==> src/mlsg_pkg.sv <==
// Contract
// - six enable bits, one per detector; cleared bit blocks that detector's shutdown
// - any enabled stall or missing-motor detection sets the stall flag
// - six fault cause bits show which detector fired; cleared on restart
// - a cause bit sets even when its detector is disabled
// - stall or missing-motor fault puts all phase drivers in high impedance
// - every entry into high impedance passes through the anti-surge sequence
// - after a fault, wait the lock-off time, then restart automatically
// - low-side current above three-bit threshold trips, flags stall, retries later
// - back-EMF from current and resistance, speed and constant; trip if far above amplitude
// - integrated half-cycle back-EMF outside two-bit window for timeout declares stall
// - after open-to-closed handoff, U current not above 140 mA means no motor
// - open loop above handoff rate, no back-EMF in one electrical cycle stalls
// - closed loop commutation period above twice the previous one stalls
// - mechanical and inductive surge guards each have their own enable
// - mechanical guard keeps applied amplitude at or above computed back-EMF
// - mode 0 guard always on; mode 1 only once supply reaches 24 V
// - inductive guard: high sides off first, conducting low sides off after delay
// - four-bit dead time selects 16 gaps from 40 ns to 640 ns
// - PWM runs at 25 kHz, or 50 kHz with the rate-double bit set
// - tachometer output held high while a stall is in effect
package mlsg_pkg;
  // =========================================================
  // timing
  localparam int CLK_MHZ        = 250;
  localparam int LOCK_OFF_US    = 4000;
  localparam int LOCK_OFF_CYC   = LOCK_OFF_US * CLK_MHZ;
  localparam int ETO_US         = 1000;
  localparam int ETO_CYC        = ETO_US * CLK_MHZ;
  localparam int IND_DLY_NS     = 2000;
  localparam int IND_DLY_CYC    = (IND_DLY_NS * CLK_MHZ + 999) / 1000;
  localparam int DT_STEP_NS     = 40;
  localparam int DT_STEP_CYC    = (DT_STEP_NS * CLK_MHZ + 999) / 1000;
  localparam int PWM_BASE_KHZ   = 25;
  localparam int PWM_PERIOD_CYC = CLK_MHZ * 1000 / PWM_BASE_KHZ;
  // =========================================================
  // analog levels and scaling
  localparam int NOMOTOR_MA   = 140;
  localparam int TRIP_STEP_MA = 500;
  localparam int SURGE_MV     = 24000;
  localparam int SUPPLY_FS_MV = 30000;
  localparam int SURGE_CODE   = (SURGE_MV * 256 + SUPPLY_FS_MV - 1) / SUPPLY_FS_MV;
  localparam int KT_SHIFT     = 10;
  localparam int RM_SHIFT     = 6;
  localparam int KTC_SHIFT    = 4;
  localparam int ACC_SHIFT    = 16;
  // =========================================================
  // register map and fields
  localparam logic [3:0]  ADDR_CTRL   = 4'h0;
  localparam logic [3:0]  ADDR_MOTOR  = 4'h4;
  localparam logic [3:0]  ADDR_STATUS = 4'h8;
  localparam logic [3:0]  ADDR_AMP    = 4'hC;
  localparam int CTRL_EN_LSB = 0;
  localparam int CTRL_MECH   = 6;
  localparam int CTRL_IND    = 7;
  localparam int CTRL_MMODE  = 8;
  localparam int CTRL_DBL    = 9;
  localparam int CTRL_DT_LSB = 10;
  localparam int CTRL_TRIP_LSB = 14;
  localparam int CTRL_WIN_LSB  = 17;
  localparam int CTRL_RUN      = 19;
  localparam int MOTOR_RM_LSB  = 0;
  localparam int MOTOR_KT_LSB  = 8;
  localparam int STAT_CAUSE_LSB = 8;
  localparam logic [31:0] CTRL_RST   = 32'h0000_00FF;
  localparam logic [31:0] CTRL_MASK  = 32'h000F_FFFF;
  localparam logic [31:0] MOTOR_RST  = 32'h0000_2010;
  localparam logic [31:0] MOTOR_MASK = 32'h0000_7F7F;
  // =========================================================
  // types
  typedef enum logic [1:0] {MG_IDLE, MG_RUN, MG_SURGE, MG_LOCKOFF} mlsg_fsm_e;
  typedef struct packed {
    logic [11:0] lowside_ma;
    logic [11:0] u_ma;
    logic [15:0] speed;
    logic [7:0]  supply;
    logic [11:0] bemf_smp;
    logic        zc;
    logic        ol_mode;
    logic        ol_rate_over;
    logic        ol_ecycle;
    logic        handoff;
    logic        commut;
  } mlsg_sense_s;
  typedef struct packed {
    logic [2:0] hs;
    logic [2:0] ls;
  } mlsg_gate_s;
endpackage

==> src/mlsg_guard.sv <==
// The address-and-strobe port and the placing of the registers were left to the implementer.
`timescale 1ns/1ps
module mlsg_guard
  import mlsg_pkg::*;
#(
  parameter int unsigned LOCK_OFF    = LOCK_OFF_CYC,
  parameter int unsigned EST_TIMEOUT = ETO_CYC,
  parameter int unsigned IND_DELAY   = IND_DLY_CYC
) (
  input  wire logic        CLK_SYS,
  input  wire logic        RST,
  input  wire logic        CE,
  input  wire logic [3:0]  REG_ADDR,
  input  wire logic [31:0] REG_WDATA,
  input  wire logic        REG_WR,
  input  wire logic        REG_RD,
  output logic      [31:0] REG_RDATA,
  input  mlsg_sense_s      SENSE,
  input  mlsg_gate_s       DRIVE,
  input  wire logic [11:0] CMD_AMP,
  input  wire logic        TACH_IN,
  output mlsg_gate_s       GATE,
  output logic      [11:0] BUF_AMP,
  output logic             TACH_OUT,
  output logic             MOTOR_RESTART
);
  // =========================================================
  // state
  typedef struct packed {
    mlsg_fsm_e   fsm;
    logic [31:0] ctrl;
    logic [31:0] motor;
    logic        stall_flag;
    logic [5:0]  cause;
    logic [23:0] cnt;
    logic [23:0] eto1;
    logic [23:0] eto2;
    logic [31:0] acc;
    logic [15:0] ktc;
    logic        ktc_vld;
    logic        ol_armed;
    logic        ol_zc;
    logic [23:0] cper;
    logic [23:0] pper;
    logic [13:0] pwm_cnt;
    logic        pwm_prev;
    logic        pwm_hi;
    logic        pwm_lo;
    logic [7:0]  dt_cnt;
    mlsg_gate_s  gate;
    logic [11:0] buf_amp;
    logic        tach;
    logic        restart;
    logic [31:0] rdata;
  } mlsg_state_s;

  mlsg_state_s s_reg;
  mlsg_state_s s_next;

  // a strictly above twice b
  function automatic logic over_dbl(input logic [24:0] a, input logic [24:0] b);
    return {1'b0, a} > {b, 1'b0};
  endfunction

  // =========================================================
  // configuration decode
  logic [5:0]  det_en;
  logic        mech_en;
  logic        ind_en;
  logic        mech_mode;
  logic        pwm_rate_double;
  logic [3:0]  dead_sel;
  logic [2:0]  stall_trip_current_sel;
  logic [1:0]  constant_window_sel;
  logic        run_en;
  logic [6:0]  rm_set;
  logic [6:0]  kt_set;
  assign det_en                 = s_reg.ctrl[CTRL_EN_LSB +: 6];
  assign mech_en                = s_reg.ctrl[CTRL_MECH];
  assign ind_en                 = s_reg.ctrl[CTRL_IND];
  assign mech_mode              = s_reg.ctrl[CTRL_MMODE];
  assign pwm_rate_double        = s_reg.ctrl[CTRL_DBL];
  assign dead_sel               = s_reg.ctrl[CTRL_DT_LSB +: 4];
  assign stall_trip_current_sel = s_reg.ctrl[CTRL_TRIP_LSB +: 3];
  assign constant_window_sel    = s_reg.ctrl[CTRL_WIN_LSB +: 2];
  assign run_en                 = s_reg.ctrl[CTRL_RUN];
  assign rm_set                 = s_reg.motor[MOTOR_RM_LSB +: 7];
  assign kt_set                 = s_reg.motor[MOTOR_KT_LSB +: 7];

  // =========================================================
  // detector conditions
  logic [11:0] trip_lvl;
  logic [12:0] bemf_k;
  logic [12:0] ir_drop;
  logic [11:0] bemf_sat;
  logic        speed_bad;
  logic [16:0] kt_ref;
  logic [16:0] kt_margin;
  logic [16:0] constant_window_low;
  logic [16:0] constant_window_high;
  logic        ktc_bad;
  logic [5:0]  det_raw;
  logic        fault;
  logic        guard_on;

  // trip level in 500 mA steps
  assign trip_lvl = 12'((int'(stall_trip_current_sel) + 1) * TRIP_STEP_MA);
  // back-EMF from speed and constant, drop from current and resistance
  assign bemf_k   = 13'((23'(SENSE.speed) * 23'(kt_set)) >> KT_SHIFT);
  assign ir_drop  = 13'((19'(SENSE.u_ma) * 19'(rm_set)) >> RM_SHIFT);
  assign bemf_sat = bemf_k[12] ? 12'hFFF : bemf_k[11:0];
  assign speed_bad = over_dbl(25'(bemf_k) + 25'(ir_drop), 25'(s_reg.buf_amp));
  // window around programmed constant
  assign kt_ref    = 17'(kt_set) << KTC_SHIFT;
  assign kt_margin = kt_ref >> (int'(constant_window_sel) + 1);
  assign constant_window_low  = kt_ref - kt_margin;
  assign constant_window_high = kt_ref + kt_margin;
  assign ktc_bad = s_reg.ktc_vld && (17'(s_reg.ktc) < constant_window_low ||
                                     17'(s_reg.ktc) > constant_window_high);

  // raw detector outputs, enables applied separately
  always_comb begin
    det_raw    = '0;
    det_raw[0] = SENSE.lowside_ma > trip_lvl;
    det_raw[1] = speed_bad && s_reg.eto1 >= 24'(EST_TIMEOUT - 1);
    det_raw[2] = ktc_bad && s_reg.eto2 >= 24'(EST_TIMEOUT - 1);
    det_raw[3] = SENSE.handoff && SENSE.u_ma <= 12'(NOMOTOR_MA);
    det_raw[4] = SENSE.ol_mode && s_reg.ol_armed && SENSE.ol_ecycle && !s_reg.ol_zc;
    det_raw[5] = !SENSE.ol_mode && s_reg.pper != '0 &&
                 over_dbl(25'(s_reg.cper) + 25'd1, 25'(s_reg.pper));
  end
  assign fault    = s_reg.fsm == MG_RUN && |(det_raw & det_en);
  // mechanical guard gating by mode and supply
  assign guard_on = mech_en && (!mech_mode || SENSE.supply >= 8'(SURGE_CODE));

  // =========================================================
  // next state
  logic [13:0] period;
  logic [13:0] duty_cyc;
  logic        pwm_raw;
  logic [7:0]  dead_cyc;
  always_comb begin
    period   = pwm_rate_double ? 14'(PWM_PERIOD_CYC / 2) : 14'(PWM_PERIOD_CYC);
    duty_cyc = 14'((26'(period) * 26'(s_reg.buf_amp)) >> 12);
    pwm_raw  = s_reg.pwm_cnt < duty_cyc;
    dead_cyc = 8'((int'(dead_sel) + 1) * DT_STEP_CYC);
    s_next         = s_reg;
    s_next.restart = 1'b0;
    s_next.rdata   = '0;

    // register writes
    if (REG_WR) begin
      case (REG_ADDR)
        ADDR_CTRL:  s_next.ctrl  = REG_WDATA & CTRL_MASK;
        ADDR_MOTOR: s_next.motor = REG_WDATA & MOTOR_MASK;
        default:    ;
      endcase
    end
    // register reads, data one cycle later
    if (REG_RD) begin
      case (REG_ADDR)
        ADDR_CTRL:   s_next.rdata = s_reg.ctrl;
        ADDR_MOTOR:  s_next.rdata = s_reg.motor;
        ADDR_STATUS: begin
          s_next.rdata[0] = s_reg.stall_flag;
          s_next.rdata[1] = s_reg.fsm != MG_RUN;
          s_next.rdata[STAT_CAUSE_LSB +: 6] = s_reg.cause;
        end
        ADDR_AMP:    s_next.rdata = 32'(s_reg.buf_amp);
        default:     s_next.rdata = '0;
      endcase
    end

    // timeout counters for the two estimate detectors
    s_next.eto1 = (speed_bad && s_reg.eto1 != 24'hFF_FFFF) ? s_reg.eto1 + 24'd1 :
                  (speed_bad ? s_reg.eto1 : '0);
    s_next.eto2 = (ktc_bad && s_reg.eto2 != 24'hFF_FFFF) ? s_reg.eto2 + 24'd1 :
                  (ktc_bad ? s_reg.eto2 : '0);

    // half-cycle back-EMF integration
    if (SENSE.zc) begin
      s_next.ktc     = 16'(s_reg.acc >> ACC_SHIFT);
      s_next.ktc_vld = 1'b1;
      s_next.acc     = 32'(SENSE.bemf_smp);
    end else begin
      s_next.acc = s_reg.acc + 32'(SENSE.bemf_smp);
    end

    // open loop window per electrical cycle
    if (!SENSE.ol_mode) begin
      s_next.ol_armed = 1'b0;
      s_next.ol_zc    = 1'b0;
    end else if (SENSE.ol_ecycle) begin
      s_next.ol_armed = s_reg.ol_armed || SENSE.ol_rate_over;
      s_next.ol_zc    = SENSE.zc;
    end else if (SENSE.zc) begin
      s_next.ol_zc = 1'b1;
    end

    // commutation period tracking
    if (SENSE.ol_mode) begin
      s_next.cper = '0;
      s_next.pper = '0;
    end else if (SENSE.commut) begin
      s_next.pper = s_reg.cper + 24'd1;
      s_next.cper = '0;
    end else if (s_reg.cper != 24'hFF_FFFF) begin
      s_next.cper = s_reg.cper + 24'd1;
    end

    // fault and restart sequencing
    unique case (s_reg.fsm)
      MG_IDLE: begin
        if (run_en) begin
          s_next.fsm = MG_RUN;
          s_next.restart = 1'b1;
        end
      end
      MG_RUN: begin
        s_next.cause = s_reg.cause | det_raw;
        if (fault) begin
          s_next.stall_flag = 1'b1;
        end
        if (fault || !run_en) begin
          s_next.cnt = '0;
          // inductive guard inserts the high-side-first phase
          if (ind_en) begin
            s_next.fsm = MG_SURGE;
          end else begin
            s_next.fsm = fault ? MG_LOCKOFF : MG_IDLE;
          end
        end
      end
      MG_SURGE: begin
        s_next.cnt = s_reg.cnt + 24'd1;
        if (s_reg.cnt >= 24'(IND_DELAY - 1)) begin
          s_next.cnt = '0;
          s_next.fsm = s_reg.stall_flag ? MG_LOCKOFF : MG_IDLE;
        end
      end
      MG_LOCKOFF: begin
        s_next.cnt = s_reg.cnt + 24'd1;
        if (!run_en) begin
          s_next.fsm = MG_IDLE;
        end else if (s_reg.cnt >= 24'(LOCK_OFF - 1)) begin
          s_next.fsm     = MG_RUN;
          s_next.restart = 1'b1;
        end
      end
    endcase

    // restart clears causes, flag and detector history
    if (s_next.restart) begin
      s_next.cause      = '0;
      s_next.stall_flag = 1'b0;
      s_next.ktc_vld    = 1'b0;
      s_next.eto1       = '0;
      s_next.eto2       = '0;
      s_next.pper       = '0;
      s_next.cper       = '0;
      s_next.ol_armed   = 1'b0;
    end

    // pwm carrier and dead time
    s_next.pwm_cnt  = (s_reg.pwm_cnt >= period - 14'd1) ? '0 : s_reg.pwm_cnt + 14'd1;
    s_next.pwm_prev = pwm_raw;
    if (pwm_raw != s_reg.pwm_prev) begin
      s_next.pwm_hi = 1'b0;
      s_next.pwm_lo = 1'b0;
      s_next.dt_cnt = dead_cyc - 8'd1;
    end else if (s_reg.dt_cnt != '0) begin
      s_next.dt_cnt = s_reg.dt_cnt - 8'd1;
    end else begin
      s_next.pwm_hi = pwm_raw;
      s_next.pwm_lo = !pwm_raw;
    end

    // mechanical guard floor on the applied amplitude
    s_next.buf_amp = (guard_on && bemf_sat > CMD_AMP) ? bemf_sat : CMD_AMP;

    // gate drive follows the new sequencing state
    s_next.gate = '0;
    unique case (s_next.fsm)
      MG_RUN: begin
        s_next.gate.hs = DRIVE.hs & {3{s_reg.pwm_hi}};
        s_next.gate.ls = DRIVE.ls | (DRIVE.hs & {3{s_reg.pwm_lo}});
      end
      MG_SURGE: s_next.gate.ls = DRIVE.ls;
      MG_IDLE, MG_LOCKOFF: s_next.gate = '0;
    endcase

    // tach held high while stalled
    s_next.tach = s_next.stall_flag ? 1'b1 : TACH_IN;
  end

  // =========================================================
  // state register with clock enable
  always_ff @(posedge CLK_SYS) begin
    if (RST) begin
      s_reg       <= '0;
      s_reg.ctrl  <= CTRL_RST;
      s_reg.motor <= MOTOR_RST;
    end else if (CE) begin
      s_reg <= s_next;
    end
  end

  // =========================================================
  // outputs
  assign REG_RDATA     = s_reg.rdata;
  assign GATE          = s_reg.gate;
  assign BUF_AMP       = s_reg.buf_amp;
  assign TACH_OUT      = s_reg.tach;
  assign MOTOR_RESTART = s_reg.restart;

  // =========================================================
  // assertions
  a_cause_even_off:
  assert property (@(posedge CLK_SYS) disable iff (RST)
    CE && s_reg.fsm == MG_RUN && det_raw[0] && !det_en[0] |=> s_reg.cause[0])
    else $error("cause bit not set for disabled detector");

  a_disabled_no_stop:
  assert property (@(posedge CLK_SYS) disable iff (RST)
    CE && s_reg.fsm == MG_RUN && run_en && (det_raw & det_en) == '0 |=> s_reg.fsm == MG_RUN)
    else $error("drive stopped without enabled detection");

  a_fault_sets_flag:
  assert property (@(posedge CLK_SYS) disable iff (RST)
    CE && fault |=> s_reg.stall_flag && s_reg.fsm != MG_RUN)
    else $error("fault did not flag and stop drive");

  a_surge_hs_off:
  assert property (@(posedge CLK_SYS) disable iff (RST)
    $past(CE) && s_reg.fsm == MG_SURGE |-> GATE.hs == '0 && GATE.ls == $past(DRIVE.ls))
    else $error("surge phase gate pattern wrong");

  a_surge_length:
  assert property (@(posedge CLK_SYS) disable iff (RST)
    CE && fault && ind_en ##1 CE [*2] |-> s_reg.fsm == MG_SURGE || IND_DELAY < 3)
    else $error("surge phase skipped");

  a_lockoff_hiz:
  assert property (@(posedge CLK_SYS) disable iff (RST)
    s_reg.fsm == MG_LOCKOFF |-> GATE == '0)
    else $error("drivers active during lock-off");

  a_restart_clears:
  assert property (@(posedge CLK_SYS) disable iff (RST)
    MOTOR_RESTART |-> s_reg.cause == '0 && !s_reg.stall_flag && s_reg.fsm == MG_RUN)
    else $error("restart left fault state");

  a_no_motor:
  assert property (@(posedge CLK_SYS) disable iff (RST)
    CE && s_reg.fsm == MG_RUN && SENSE.handoff && SENSE.u_ma <= 12'(NOMOTOR_MA) |=> s_reg.cause[3])
    else $error("missing motor not reported");

  a_guard_floor:
  assert property (@(posedge CLK_SYS) disable iff (RST)
    $past(CE) && $past(guard_on) |-> BUF_AMP >= $past(bemf_sat))
    else $error("amplitude below back-EMF with guard on");

  a_tach_stall:
  assert property (@(posedge CLK_SYS) disable iff (RST)
    s_reg.stall_flag |-> TACH_OUT)
    else $error("tach not high while stalled");
endmodule

==> config.mk <==
export PLATFORM = sky130hd
export DESIGN_NAME = mlsg_guard
export DESIGN_NICKNAME = d
export VERILOG_FILES = /design/src/mlsg_pkg.sv /design/src/mlsg_guard.sv
export SDC_FILE = /design/constraint.sdc
export NUM_CORES = 1
export LEC_CHECK = 0
export BUFFER_PORTS_ARGS = -buffer_cell sky130_fd_sc_hd__buf_2
export CELL_PAD_IN_SITES_DETAIL_PLACEMENT = 0
export CELL_PAD_IN_SITES_GLOBAL_PLACEMENT = 1
export CORE_MARGIN = 4
export CORE_UTILIZATION = 48
export CTS_CLUSTER_SIZE = 16
export DETAILED_ROUTE_END_ITERATION = 10
export GPL_ROUTABILITY_DRIVEN = 0
export PLACE_DENSITY_LB_ADDON = 0.25
export SLEW_MARGIN = 20
export SYNTH_ARGS = -nofsm -noshare
export SYNTH_HDL_FRONTEND = slang
export SYNTH_SLANG_ARGS = --single-unit
==> constraint.sdc <==
create_clock -name CLK_SYS -period 12 [get_ports CLK_SYS]
set_clock_uncertainty 0.15 [all_clocks]
set_input_delay 2.4 -clock CLK_SYS [delete_from_list [all_inputs] [get_ports CLK_SYS]]
set_output_delay 2.4 -clock CLK_SYS [all_outputs]
set_load 0.01 [all_outputs]
==> results of run 1 <==
## cells by family (layout without fill, tap and decap cells)
kind of cell	Yosys count	in the layout
buffers and inverters	535	591
DFF	279	279
xor gates and xnor gates	179	179
adders and majority gates	489	489
AOI/OAI and AO/OA	589	589
muxes	28	28
and+or+nand+nor	1170	1170
other	2	34
## cell type report
class,count,area [um2]
multi-input combinational,2488,19000
clock inverter,12,106
inverter,359,1350
tap,748,936
fill,5204,26200
timing repair buffer,177,951
sequential,279,5590
antenna,1,2.50
clock buffer,43,881
## worst paths after layout
| kind | startpoint | end |
|---|---|---|
| min | s_reg[128] | s_reg[128] |
| min reg2reg | s_reg[128] | s_reg[128] |
| max reg2reg | kt_ref[10] | GATE[2] |
| max | SENSE[27] | GATE[2] |
## layout by cell type, fill, tap and decap left out, types with 18 or more instances in the layout
cell type	Yosys	routed
nand4_1	51	51
a21oi_1	186	186
o21a_1	21	21
ha_1	309	309
inv_1	357	357
mux2i_1	18	18
nor3_1	49	49
buf_4	52	26
nor2_1	292	292
or2_2	19	19
conb_1	2	33
nand3_1	85	85
and3_1	49	49
nor2b_1	25	25
a211oi_1	25	24
dfxtp_1	279	279
buf_2	3	151
nor4_1	29	28
fa_1	180	180
nand2_1	370	370
a21o_1	40	40
a22oi_1	33	33
and2_1	129	129
o21ai_0	127	124
clkbuf_16	0	31
xnor2_1	78	77
xor2_1	99	99
## worst max-delay path: cells and delay by family
| family | cells | cell delay (ns) |
|---|---|---|
| simple gates | 11 | 1.48 |
| compound gates | 13 | 3.15 |
| fa+ha+maj | 7 | 3.11 |
| xor+xnor | 3 | 0.80 |
| buf+inv | 5 | 0.39 |
## synthesized netlist by cell type (11+ instances only)
master / n / area share (%)
a2111o_1: 13 / 0.55
a211oi_1: 25 / 0.70
a21o_1: 40 / 1.1
a21oi_1: 186 / 3.5
a22oi_1: 33 / 0.93
a311oi_1: 13 / 0.43
a31oi_1: 11 / 0.26
and2_1: 129 / 3.0
and3_1: 49 / 1.2
buf_4: 52 / 1.5
clkbuf_1: 111 / 1.6
dfxtp_1: 279 / 21
fa_1: 180 / 14
ha_1: 309 / 15
inv_1: 357 / 5.0
mux2i_1: 18 / 0.68
nand2_1: 370 / 5.2
nand2b_1: 14 / 0.33
nand3_1: 85 / 1.6
nand3b_1: 11 / 0.31
nand4_1: 51 / 1.2
nor2_1: 292 / 4.1
nor2b_1: 25 / 0.59
nor3_1: 49 / 0.92
nor4_1: 29 / 0.68
o211ai_1: 12 / 0.34
o21a_1: 21 / 0.59
o21ai_0: 127 / 2.4
o31ai_1: 16 / 0.45
or2_2: 19 / 0.45
or3_1: 16 / 0.38
xnor2_1: 78 / 2.6
xor2_1: 99 / 3.3
## metrics by stage
step	setup slack [ns]	cells	utilization, %	area, um2	power (mW)
after floorplan	1.65	3302	-	26800	1.64
after global placement	0.667	4051	50.6	27800	1.84
after detailed placement	0.567	4051	50.6	27800	1.87
after CTS	1.07	4106	52.4	28800	2.82
after global routing	0.279	4106	52.4	28800	2.99
final	0.944	4107	52.4	28800	2.80
## layer usage
| layer | vias up | routed length, um |
|---|---|---|
| met5 | - | 13 |
| met4 | 2 | 1690 |
| met3 | 86 | 4060 |
| met2 | 468 | 32500 |
| met1 | 10900 | 32200 |
| li1 | 11100 | - |
## power breakdown
part | switching, mW | internal, mW
clock | 0.410 | 0.533
sequential | 0.0253 | 0.943
combinational | 0.521 | 0.371
==> out/results.tsv, run 1 <==
metric	value	unit
Final Hold Vio Count	0	
Critical Path Max Stage Delay	0.55	ns
met1 usage	31.8	%
critical path launch point type	input pin	
antenna-violating nets left	0	
DR vias	22600	
number of synthesized flops with an enable pin	0	
pin count of the biggest net entering global routing	80	
PortBufs	153	
detailed placer's ending HPWL	55300	um
layout cells sized above 1	8.37	%
Worst Reg-to-Reg Cells	39	
Syn Area/Cell	8.15	um2
Initial DRC Count	1132	
Hold/Removal Path Class	register to register	
Syn Std Cell Area	26700	um2
VDD IR max	113	uV
YS warnings	0	
setup TNS	0	ns
CP Capture Type	register	
Initial Util	48.5	%
largest family of logic cells by synthesized area	adder cells	
Rows	86	
first drt pass iteration count	5	
Finish-stage setup viols	0	
Die Span Y	244	um
Die Area	59400	um2
Yosys reg bits	279	
global-route wire length before repair	116000	um
met2 usage	39.1	%
gr busiest metal	met2	
cts repair resizes	0	
Final Max Tran Viols	0	
area grow syn2layout	8.18	%
All-Layer GR Usage	23.5	%
Total Wirelength	70500	um
Worst-path clk slew	0.06	ns
Max-Cap Viols	0	
Post-CTS Setup Inserts	0	
CP max FO	7	
Vias/cell	5.50	
Clock Latency Late Sink	0.61	ns
max FFs per register	208	
I/O pins	178	
Post-synth ARST share	0	%
GR Overflow Total	0	
Seq/Total Area, Yosys	21.0	%
Synth Area in Adders	28.0	%
TritonCTS clock tree	done	
Slew headroom	24.6	%
DIE WIDTH	244	um
core area	55000	um2
Hold Crit Depth	2	
Tcrit/Tclk final	92.1	%
status	completed	
Crit Path Category	input pin to register	
PwrDens	97.2	nW/um2
post-synthesis compound-gate area fraction	14.4	%
Lkg Pwr	13.5	nW
achievable frequency	0.0904	GHz
Cells after Synth	3271	
ys flop type	dfxtp_1	
Distinct cells, synth	86	
GR Util met3	4.38	%
CTS buffer count	31	
mux share of post-synthesis cell area	1.35	%
CP max stage cell	fa_1	
vias in the first global route	22600	
fin nets	3951	
Worst EP arrival	11.34	ns
clock root buffer	clkbuf_16	
unrepaired setup endpoints after global routing	false	
wire per inst	17.2	um
initial antenna violation count	3	
Post-Synth XOR/XNOR Area	5.99	%
FF-to-FF setup slack	1.84	ns
Worst Max-Slew Pin Slew	1.13	ns
hold_ws	0.309	ns
Simple-Gate Fraction of Synth Area	20.9	%
Max Root-Sink Buffers	3	
H-tree depth	1	
Worst Path Required	12.28	ns
Sink Count	279	
hold_buf cts	0	
Final min period	11.06	ns
Residual DRC	0	
Note: power is estimated with default switching activity, not from simulation.
==> run 2: changes to the inputs <==
--- a/config.mk
+++ b/config.mk
@@ -9,7 +9,8 @@
 export CELL_PAD_IN_SITES_DETAIL_PLACEMENT = 0
 export CELL_PAD_IN_SITES_GLOBAL_PLACEMENT = 1
 export CORE_MARGIN = 4
-export CORE_UTILIZATION = 48
+export CORE_UTILIZATION = 44
+export CTS_BUF_LIST = sky130_fd_sc_hd__clkbuf_2
 export CTS_CLUSTER_SIZE = 16
 export DETAILED_ROUTE_END_ITERATION = 10
 export GPL_ROUTABILITY_DRIVEN = 0
==> constraint.sdc (replaced) <==
create_clock -name CLK_SYS -period 9.6 [get_ports CLK_SYS]
set_clock_uncertainty 0.15 [all_clocks]
set_input_delay 0.96 -clock CLK_SYS [delete_from_list [all_inputs] [get_ports CLK_SYS]]
set_output_delay 0.96 -clock CLK_SYS [all_outputs]
set_load 0.01 [all_outputs]
==> run 2 against run 1 <==
  * Power up 13%
  * Combinational power is 25% higher
  * Sequential cell count did not move
  * Final cell count grew 3.4%
  * Largest cell class unchanged
  * Sequential power grew 25%
  * Final area is essentially flat
  * First-iteration DRC count grew 8.7%
  * Worst hold slack worse by 0.18 ns
  * Clock-buffer cell count up 61
  * Critical path depth is 1 lower
  * Largest power group unchanged
==> out/results.tsv, run 2 (same netlist as run 1, synthesis figures left out) <==
metric	value	unit	change
DR vias	22900		+1.6%
Max Root-Sink Buffers	3		unchanged
Critical Path Max Stage Delay	0.56	ns	about the same
setup TNS	0	ns	unchanged
fin nets	4028		+1.9%
Worst Reg-to-Reg Cells	38		-2.6%
Post-CTS Setup Inserts	0		unchanged
I/O pins	178		unchanged
Die Area	64600	um2	+8.8%
TritonCTS clock tree	done		
Lkg Pwr	13.6	nW	+0.99%
Tcrit/Tclk final	93.4	%	
Vias/cell	5.40		-1.7%
area grow syn2layout	8.17	%	about the same
Initial DRC Count	1231		+8.7%
detailed placer's ending HPWL	56400	um	+1.9%
unrepaired setup endpoints after global routing	false		
GR Overflow Total	0		unchanged
Die Span Y	254	um	+4.3%
Initial Util	44.8	%	-3.7 points
antenna-violating nets left	0		unchanged
clock root buffer	clkbuf_2		
Worst Max-Slew Pin Slew	0.959	ns	-0.172 ns
switching power	1.22	mW	+28%
Residual DRC	0		unchanged
CTS buffer count	78		+150%
sequential share of power	38.1	%	+3.6 points
Hold/Removal Path Class	input pin to register		
CP Capture Type	register		
PwrDens	110	nW/um2	+13%
H-tree depth	3		+2
first drt pass iteration count	7		+2
Final Hold Vio Count	0		unchanged
Slew headroom	35.6	%	+11 points
placed inst area	28000	um2	+0.44%
Setup WS pre-CTS	-0.0488	ns	-0.615 ns
Clock Latency Late Sink	1.07	ns	+0.46 ns
CP bufs+invs	5		unchanged
layout cells sized above 1	10.6	%	+2.2 points
commonest non-fill, non-tap cells in the layout	nand2_1 (370), inv_1 (357), ha_1 (309), nor2_1 (292), dfxtp_1 (273)		
Finish-stage setup viols	0		unchanged
Sink Count	279		unchanged
Rows	89		+3.5%
Total Wirelength	72200	um	+2.4%
PortBufs	153		unchanged
Hold Crit Depth	3		+1
VDD IR max	64.7	uV	-43%
Clk pwr share	26.8	%	-6.9 points
max FFs per register	208		unchanged
CP max stage cell	fa_1		
pin count of the biggest net entering global routing	60		-25%
Placed Cells	4088		+0.91%
commonest non-fill, non-tap cell in the layout	nand2_1		
status	completed		
wire per inst	17.0	um	-0.92%
switch share	38.6	%	+4.5 points
vias in the first global route	22500		-0.39%
DIE WIDTH	254	um	+4.3%
CP Depth	38		-2.6%
CP max FO	24		+17
initial antenna violation count	11		+8
post-route cell area	28800	um2	about the same
Worst EP arrival	9.79	ns	-1.55 ns
All-Layer GR Usage	22.2	%	-1.3 points
Finished Layout Cells	4245		+3.4%
cell mode on critical path	fa_1		
Final min period	8.97	ns	
Worst path top cell family by delay	adder cells		
final setup margin	0.632	ns	-0.312 ns
achievable frequency	0.112	GHz	
Worst-path clk slew	0.12	ns	+0.06 ns
core area	59500	um2	+8.1%
Max-Cap Viols	0		unchanged
Worst Path Required	10.43	ns	-1.85 ns
global-route wire length before repair	117000	um	+0.71%
Final Power	3.17	mW	+13%
critical path launch point type	register		
Final Max Tran Viols	0		unchanged
Int Pwr	1.94	mW	+5.4%
Combinational Power Share	35.0	%	+3.2 points
Crit Path Category	register to register		
-- run 2: final cells by class --
type,instances,area [um2]
antenna,8,20.0
clock inverter,27,130
multi-input combinational,2488,19000
fill,5874,30600
inverter,359,1350
tap,773,967
clock buffer,104,520
sequential,279,5600
timing repair buffer,207,1220
-- run 2: what timing repair did --
action	in CTS	in global routing
hold buffers	18	0
gates resized for setup	0	10
endpoints found under the hold margin	28	0
endpoints found under the setup margin	0	47
-- run 2: power by group through the flow --
stage | logic (mW) | registers (mW) | clock network [mW]
3_5_place_dp | 1.10 | 1.24 | 0
5_1_grt | 1.26 | 1.21 | 0.942
2_1_floorplan | 0.830 | 1.22 | 0
3_3_place_gp | 1.07 | 1.24 | 0
6_report | 1.11 | 1.21 | 0.851
4_1_cts | 1.11 | 1.21 | 0.889
-- run 2: path summary, 6_finish.rpt --
kind                 startpoint          to  slack, ns
hold / removal    REG_WDATA[16]  s_reg[303]       0.13
setup reg to reg      kt_ref[9]  s_reg[236]       0.63
setup / recovery      kt_ref[9]  s_reg[236]       0.63
hold reg to reg      s_reg[128]  s_reg[128]       0.32
-- run 2: layer usage --
| metal | vias up | track usage, % | part of all wire, % | wire (um) |
|---|---|---|---|---|
| li1 | 11300 | - | - | - |
| met1 | 11000 | 31.2 | 48 | 34400 |
| met2 | 509 | 34.9 | 44 | 31800 |
| met3 | 102 | 4.32 | 5.7 | 4120 |
| met5 | - | 0 | 0 | 0 |
| met4 | 0 | 6.57 | 2.7 | 1950 |
-- run 2: metrics by stage --
stage	hold WS (ns)	util, %
final	0.133	48.5
after global placement	0.304	47.0
after global routing	0.0105	48.5
after CTS	0.00225	48.4
after detailed placement	0.311	47.0
after floorplan	0.279	-
-- run 2: worst register-to-register path: cells and delay by family, from the launching register on --
family | cells | cell delay, ns
compound gates | 11 | 1.98
simple gates | 13 | 2.30
buf+inv | 5 | 0.61
xor+xnor | 2 | 0.39
fa+ha+maj | 7 | 3.01
flops | 1 | 0.51
==> run 3: changes to the inputs <==
--- a/config.mk
+++ b/config.mk
@@ -5,11 +5,12 @@
 export SDC_FILE = /design/constraint.sdc
 export NUM_CORES = 1
 export LEC_CHECK = 0
+export ABC_AREA = 1
 export BUFFER_PORTS_ARGS = -buffer_cell sky130_fd_sc_hd__buf_2
 export CELL_PAD_IN_SITES_DETAIL_PLACEMENT = 0
 export CELL_PAD_IN_SITES_GLOBAL_PLACEMENT = 1
 export CORE_MARGIN = 4
-export CORE_UTILIZATION = 44
+export CORE_UTILIZATION = 42
 export CTS_BUF_LIST = sky130_fd_sc_hd__clkbuf_2
 export CTS_CLUSTER_SIZE = 16
 export DETAILED_ROUTE_END_ITERATION = 10
==> run 3 against run 2 <==
  * Combinational power up 33%
  * Final area up 4.4%
  * Clock-buffer cell count up 9
  * Global-route usage down 0.79 points
  * Die area up 8.7%
  * Register-to-register slack better by 0.099 ns
==> out/results.tsv, run 3 <==
metric	value	unit	change
Vias/cell	4.99		-7.7%
GR Overflow Total	0		unchanged
Total Wirelength	76200	um	+5.6%
post-route cell area	30100	um2	+4.4%
Worst-path clk slew	0.10	ns	-0.02 ns
largest family of logic cells by synthesized area	adder cells		
Max Root-Sink Buffers	3		unchanged
number of synthesized flops with an enable pin	0		unchanged
critical path launch point type	register		
VDD IR max	69.1	uV	+6.8%
status	completed		
Worst EP arrival	9.68	ns	-0.11 ns
H-tree depth	3		unchanged
Slew headroom	31.2	%	-4.4 points
Cells after Synth	3898		+19%
YS warnings	0		unchanged
Final Max Tran Viols	0		unchanged
Post-Synth XOR/XNOR Area	3.00	%	-3.0 points
cell with the most instances after synthesis	inv_1		
mux share of post-synthesis cell area	0	%	-1.4 points
PortBufs	153		unchanged
Rows	93		+4.5%
hold_ws	0.134	ns	+0.000767 ns
Simple-Gate Fraction of Synth Area	20.4	%	-0.58 points
Final Hold Vio Count	0		unchanged
Critical Path Max Stage Delay	0.80	ns	+0.24 ns
DIE WIDTH	265	um	+4.2%
top cells by area, synth	dfxtp_1 (20%), ha_1 (14%), fa_1 (13%), inv_1 (10%), nand2_1 (9.8%)		
CP Capture Type	register		
wire per inst	15.3	um	-9.9%
All-Layer GR Usage	21.4	%	-0.79 points
core area	64900	um2	+9.2%
CP max FO	16		-33%
global-route wire length before repair	123000	um	+5.8%
layout cells sized above 1	9.29	%	-1.3 points
Hold/Removal Path Class	input pin to register		
Syn Area/Cell	7.11	um2	-13%
antenna-violating nets left	0		unchanged
area grow syn2layout	8.59	%	
placed inst area	29000	um2	+3.8%
max FFs per register	208		unchanged
Worst Max-Slew Pin Slew	1.03	ns	+0.0698 ns
vias in the first global route	23500		+4.7%
post-synthesis compound-gate area fraction	15.8	%	+1.4 points
Initial Util	42.7	%	-2.1 points
CP max stage cell	dfxtp_1		
unrepaired setup endpoints after global routing	false		
I/O pins	178		unchanged
Syn Std Cell Area	27700	um2	+4.0%
Sink Count	279		unchanged
Lkg Pwr	15.6	nW	+14%
Max-Cap Viols	0		unchanged
Final min period	8.87	ns	-0.0991 ns
setup TNS	0	ns	unchanged
Die Span Y	265	um	+4.2%
ys flop type	dfxtp_1		
commonest non-fill, non-tap cell in the layout	inv_1		
fill count	6910		+18%
pin count of the biggest net entering global routing	75		+25%
CTS buffer count	77		-1.3%
DR vias	24800		+8.1%
share of the synthesized area in the top cell type	20.1	%	-0.81 points
Distinct cells, synth	68		-21%
Post-synth ARST share	0	%	unchanged
detailed placer's ending HPWL	59700	um	+5.8%
post-synth top area cell	dfxtp_1		
Clock Latency Late Sink	1.10	ns	+0.03 ns
Final Power	3.65	mW	+15%
initial antenna violation count	6		-5
commonest non-fill, non-tap cells in the layout	inv_1 (762), nand2_1 (725), a21oi_1 (356), ha_1 (309), dfxtp_1 (279)		
Seq/Total Area, Yosys	20.1	%	-0.81 points
fin nets	4673		+16%
Tcrit/Tclk final	92.4	%	-1.0 points
Finish-stage setup viols	0		unchanged
Worst Path Required	10.41	ns	-0.02 ns
first drt pass iteration count	7		unchanged
TritonCTS clock tree	done		
PwrDens	121	nW/um2	+10%
Initial DRC Count	1235		+0.32%
achievable frequency	0.113	GHz	+1.1%
Yosys reg bits	279		unchanged
Residual DRC	0		unchanged
clock root buffer	clkbuf_2		
Synth top cells by count	inv_1 (764), nand2_1 (725), a21oi_1 (356)		
Crit Path Category	register to register		
Die Area	70200	um2	+8.7%
Synth Area in Adders	26.9	%	-1.1 points
[run 3: power breakdown]
group          total [mW]  switching [mW]  internal [mW]
Clock               0.921           0.551          0.371
Sequential           1.25          0.0452           1.20
Combinational        1.48           0.906          0.579
[run 3: worst max-delay path: cells and delay by family (launching register included)]
family / cells / cell delay [ns]
flip-flops: 1 / 0.80
AND/OR/NAND/NOR: 11 / 1.38
XOR/XNOR: 2 / 0.53
AO/OA/AOI/OAI: 12 / 2.10
buffers and inverters: 6 / 0.55
adder cells (fa/ha/maj): 8 / 3.28
[run 3: path summary, 6_finish.rpt]
| check | from | end | slack, ns | cells past startpoint |
|---|---|---|---|---|
| min | TACH_IN | TACH_OUT | 0.13 | 3 |
| min reg2reg | s_reg[247] | s_reg[247] | 0.31 | 1 |
| max reg2reg | kt_ref[9] | s_reg[233] | 0.73 | 39 |
| max | kt_ref[9] | s_reg[233] | 0.73 | 39 |
[run 3: per-stage QoR]
| step | std cells | worst slack (ns) | util [%] |
|---|---|---|---|
| floorplan | 3929 | 1.74 | - |
| global placement | 4798 | 0.569 | 44.7 |
| detailed placement | 4798 | 0.452 | 44.7 |
| CTS | 4969 | 0.786 | 46.3 |
| global route | 4973 | 0.00972 | 46.4 |
| finish | 4973 | 0.731 | 46.4 |
[run 3: logic make-up after synthesis]
logic type | Yosys count
compound gates | 778
xor+xnor | 95
fa+ha+maj | 489
buf+inv | 945
flops | 279
other cells | 2
simple gates | 1310
[run 3: repair_timing]
item                      in CTS  in global routing
setup buffers                  0                  0
hold buffers                  36                  0
resized for setup              0                  0
hold endpoints to repair      36                  0
[run 3: layer usage]
layer  GRT usage (%)  vias to the layer above  part of all wire, %
met3            3.38                       99                  4.2
met2            33.4                      427                   43
met1            31.1                    11400                   50
li1                -                    12900                    -
met4            5.47                        2                  2.2
met5               0                        -                0.017
[run 3: final cells by class]
class / instances / area, um2 / area share (%)
Multi-Input combinational cell: 2705 / 18500 / 61.3
Sequential cell: 279 / 5590 / 18.6
Inverter: 781 / 2940 / 9.75
Timing Repair Buffer: 214 / 1320 / 4.37
Tap cell: 855 / 1070 / 3.55
Clock buffer: 113 / 566 / 1.88
Clock inverter: 22 / 156 / 0.520
Antenna cell: 4 / 10.0 / 0.0333
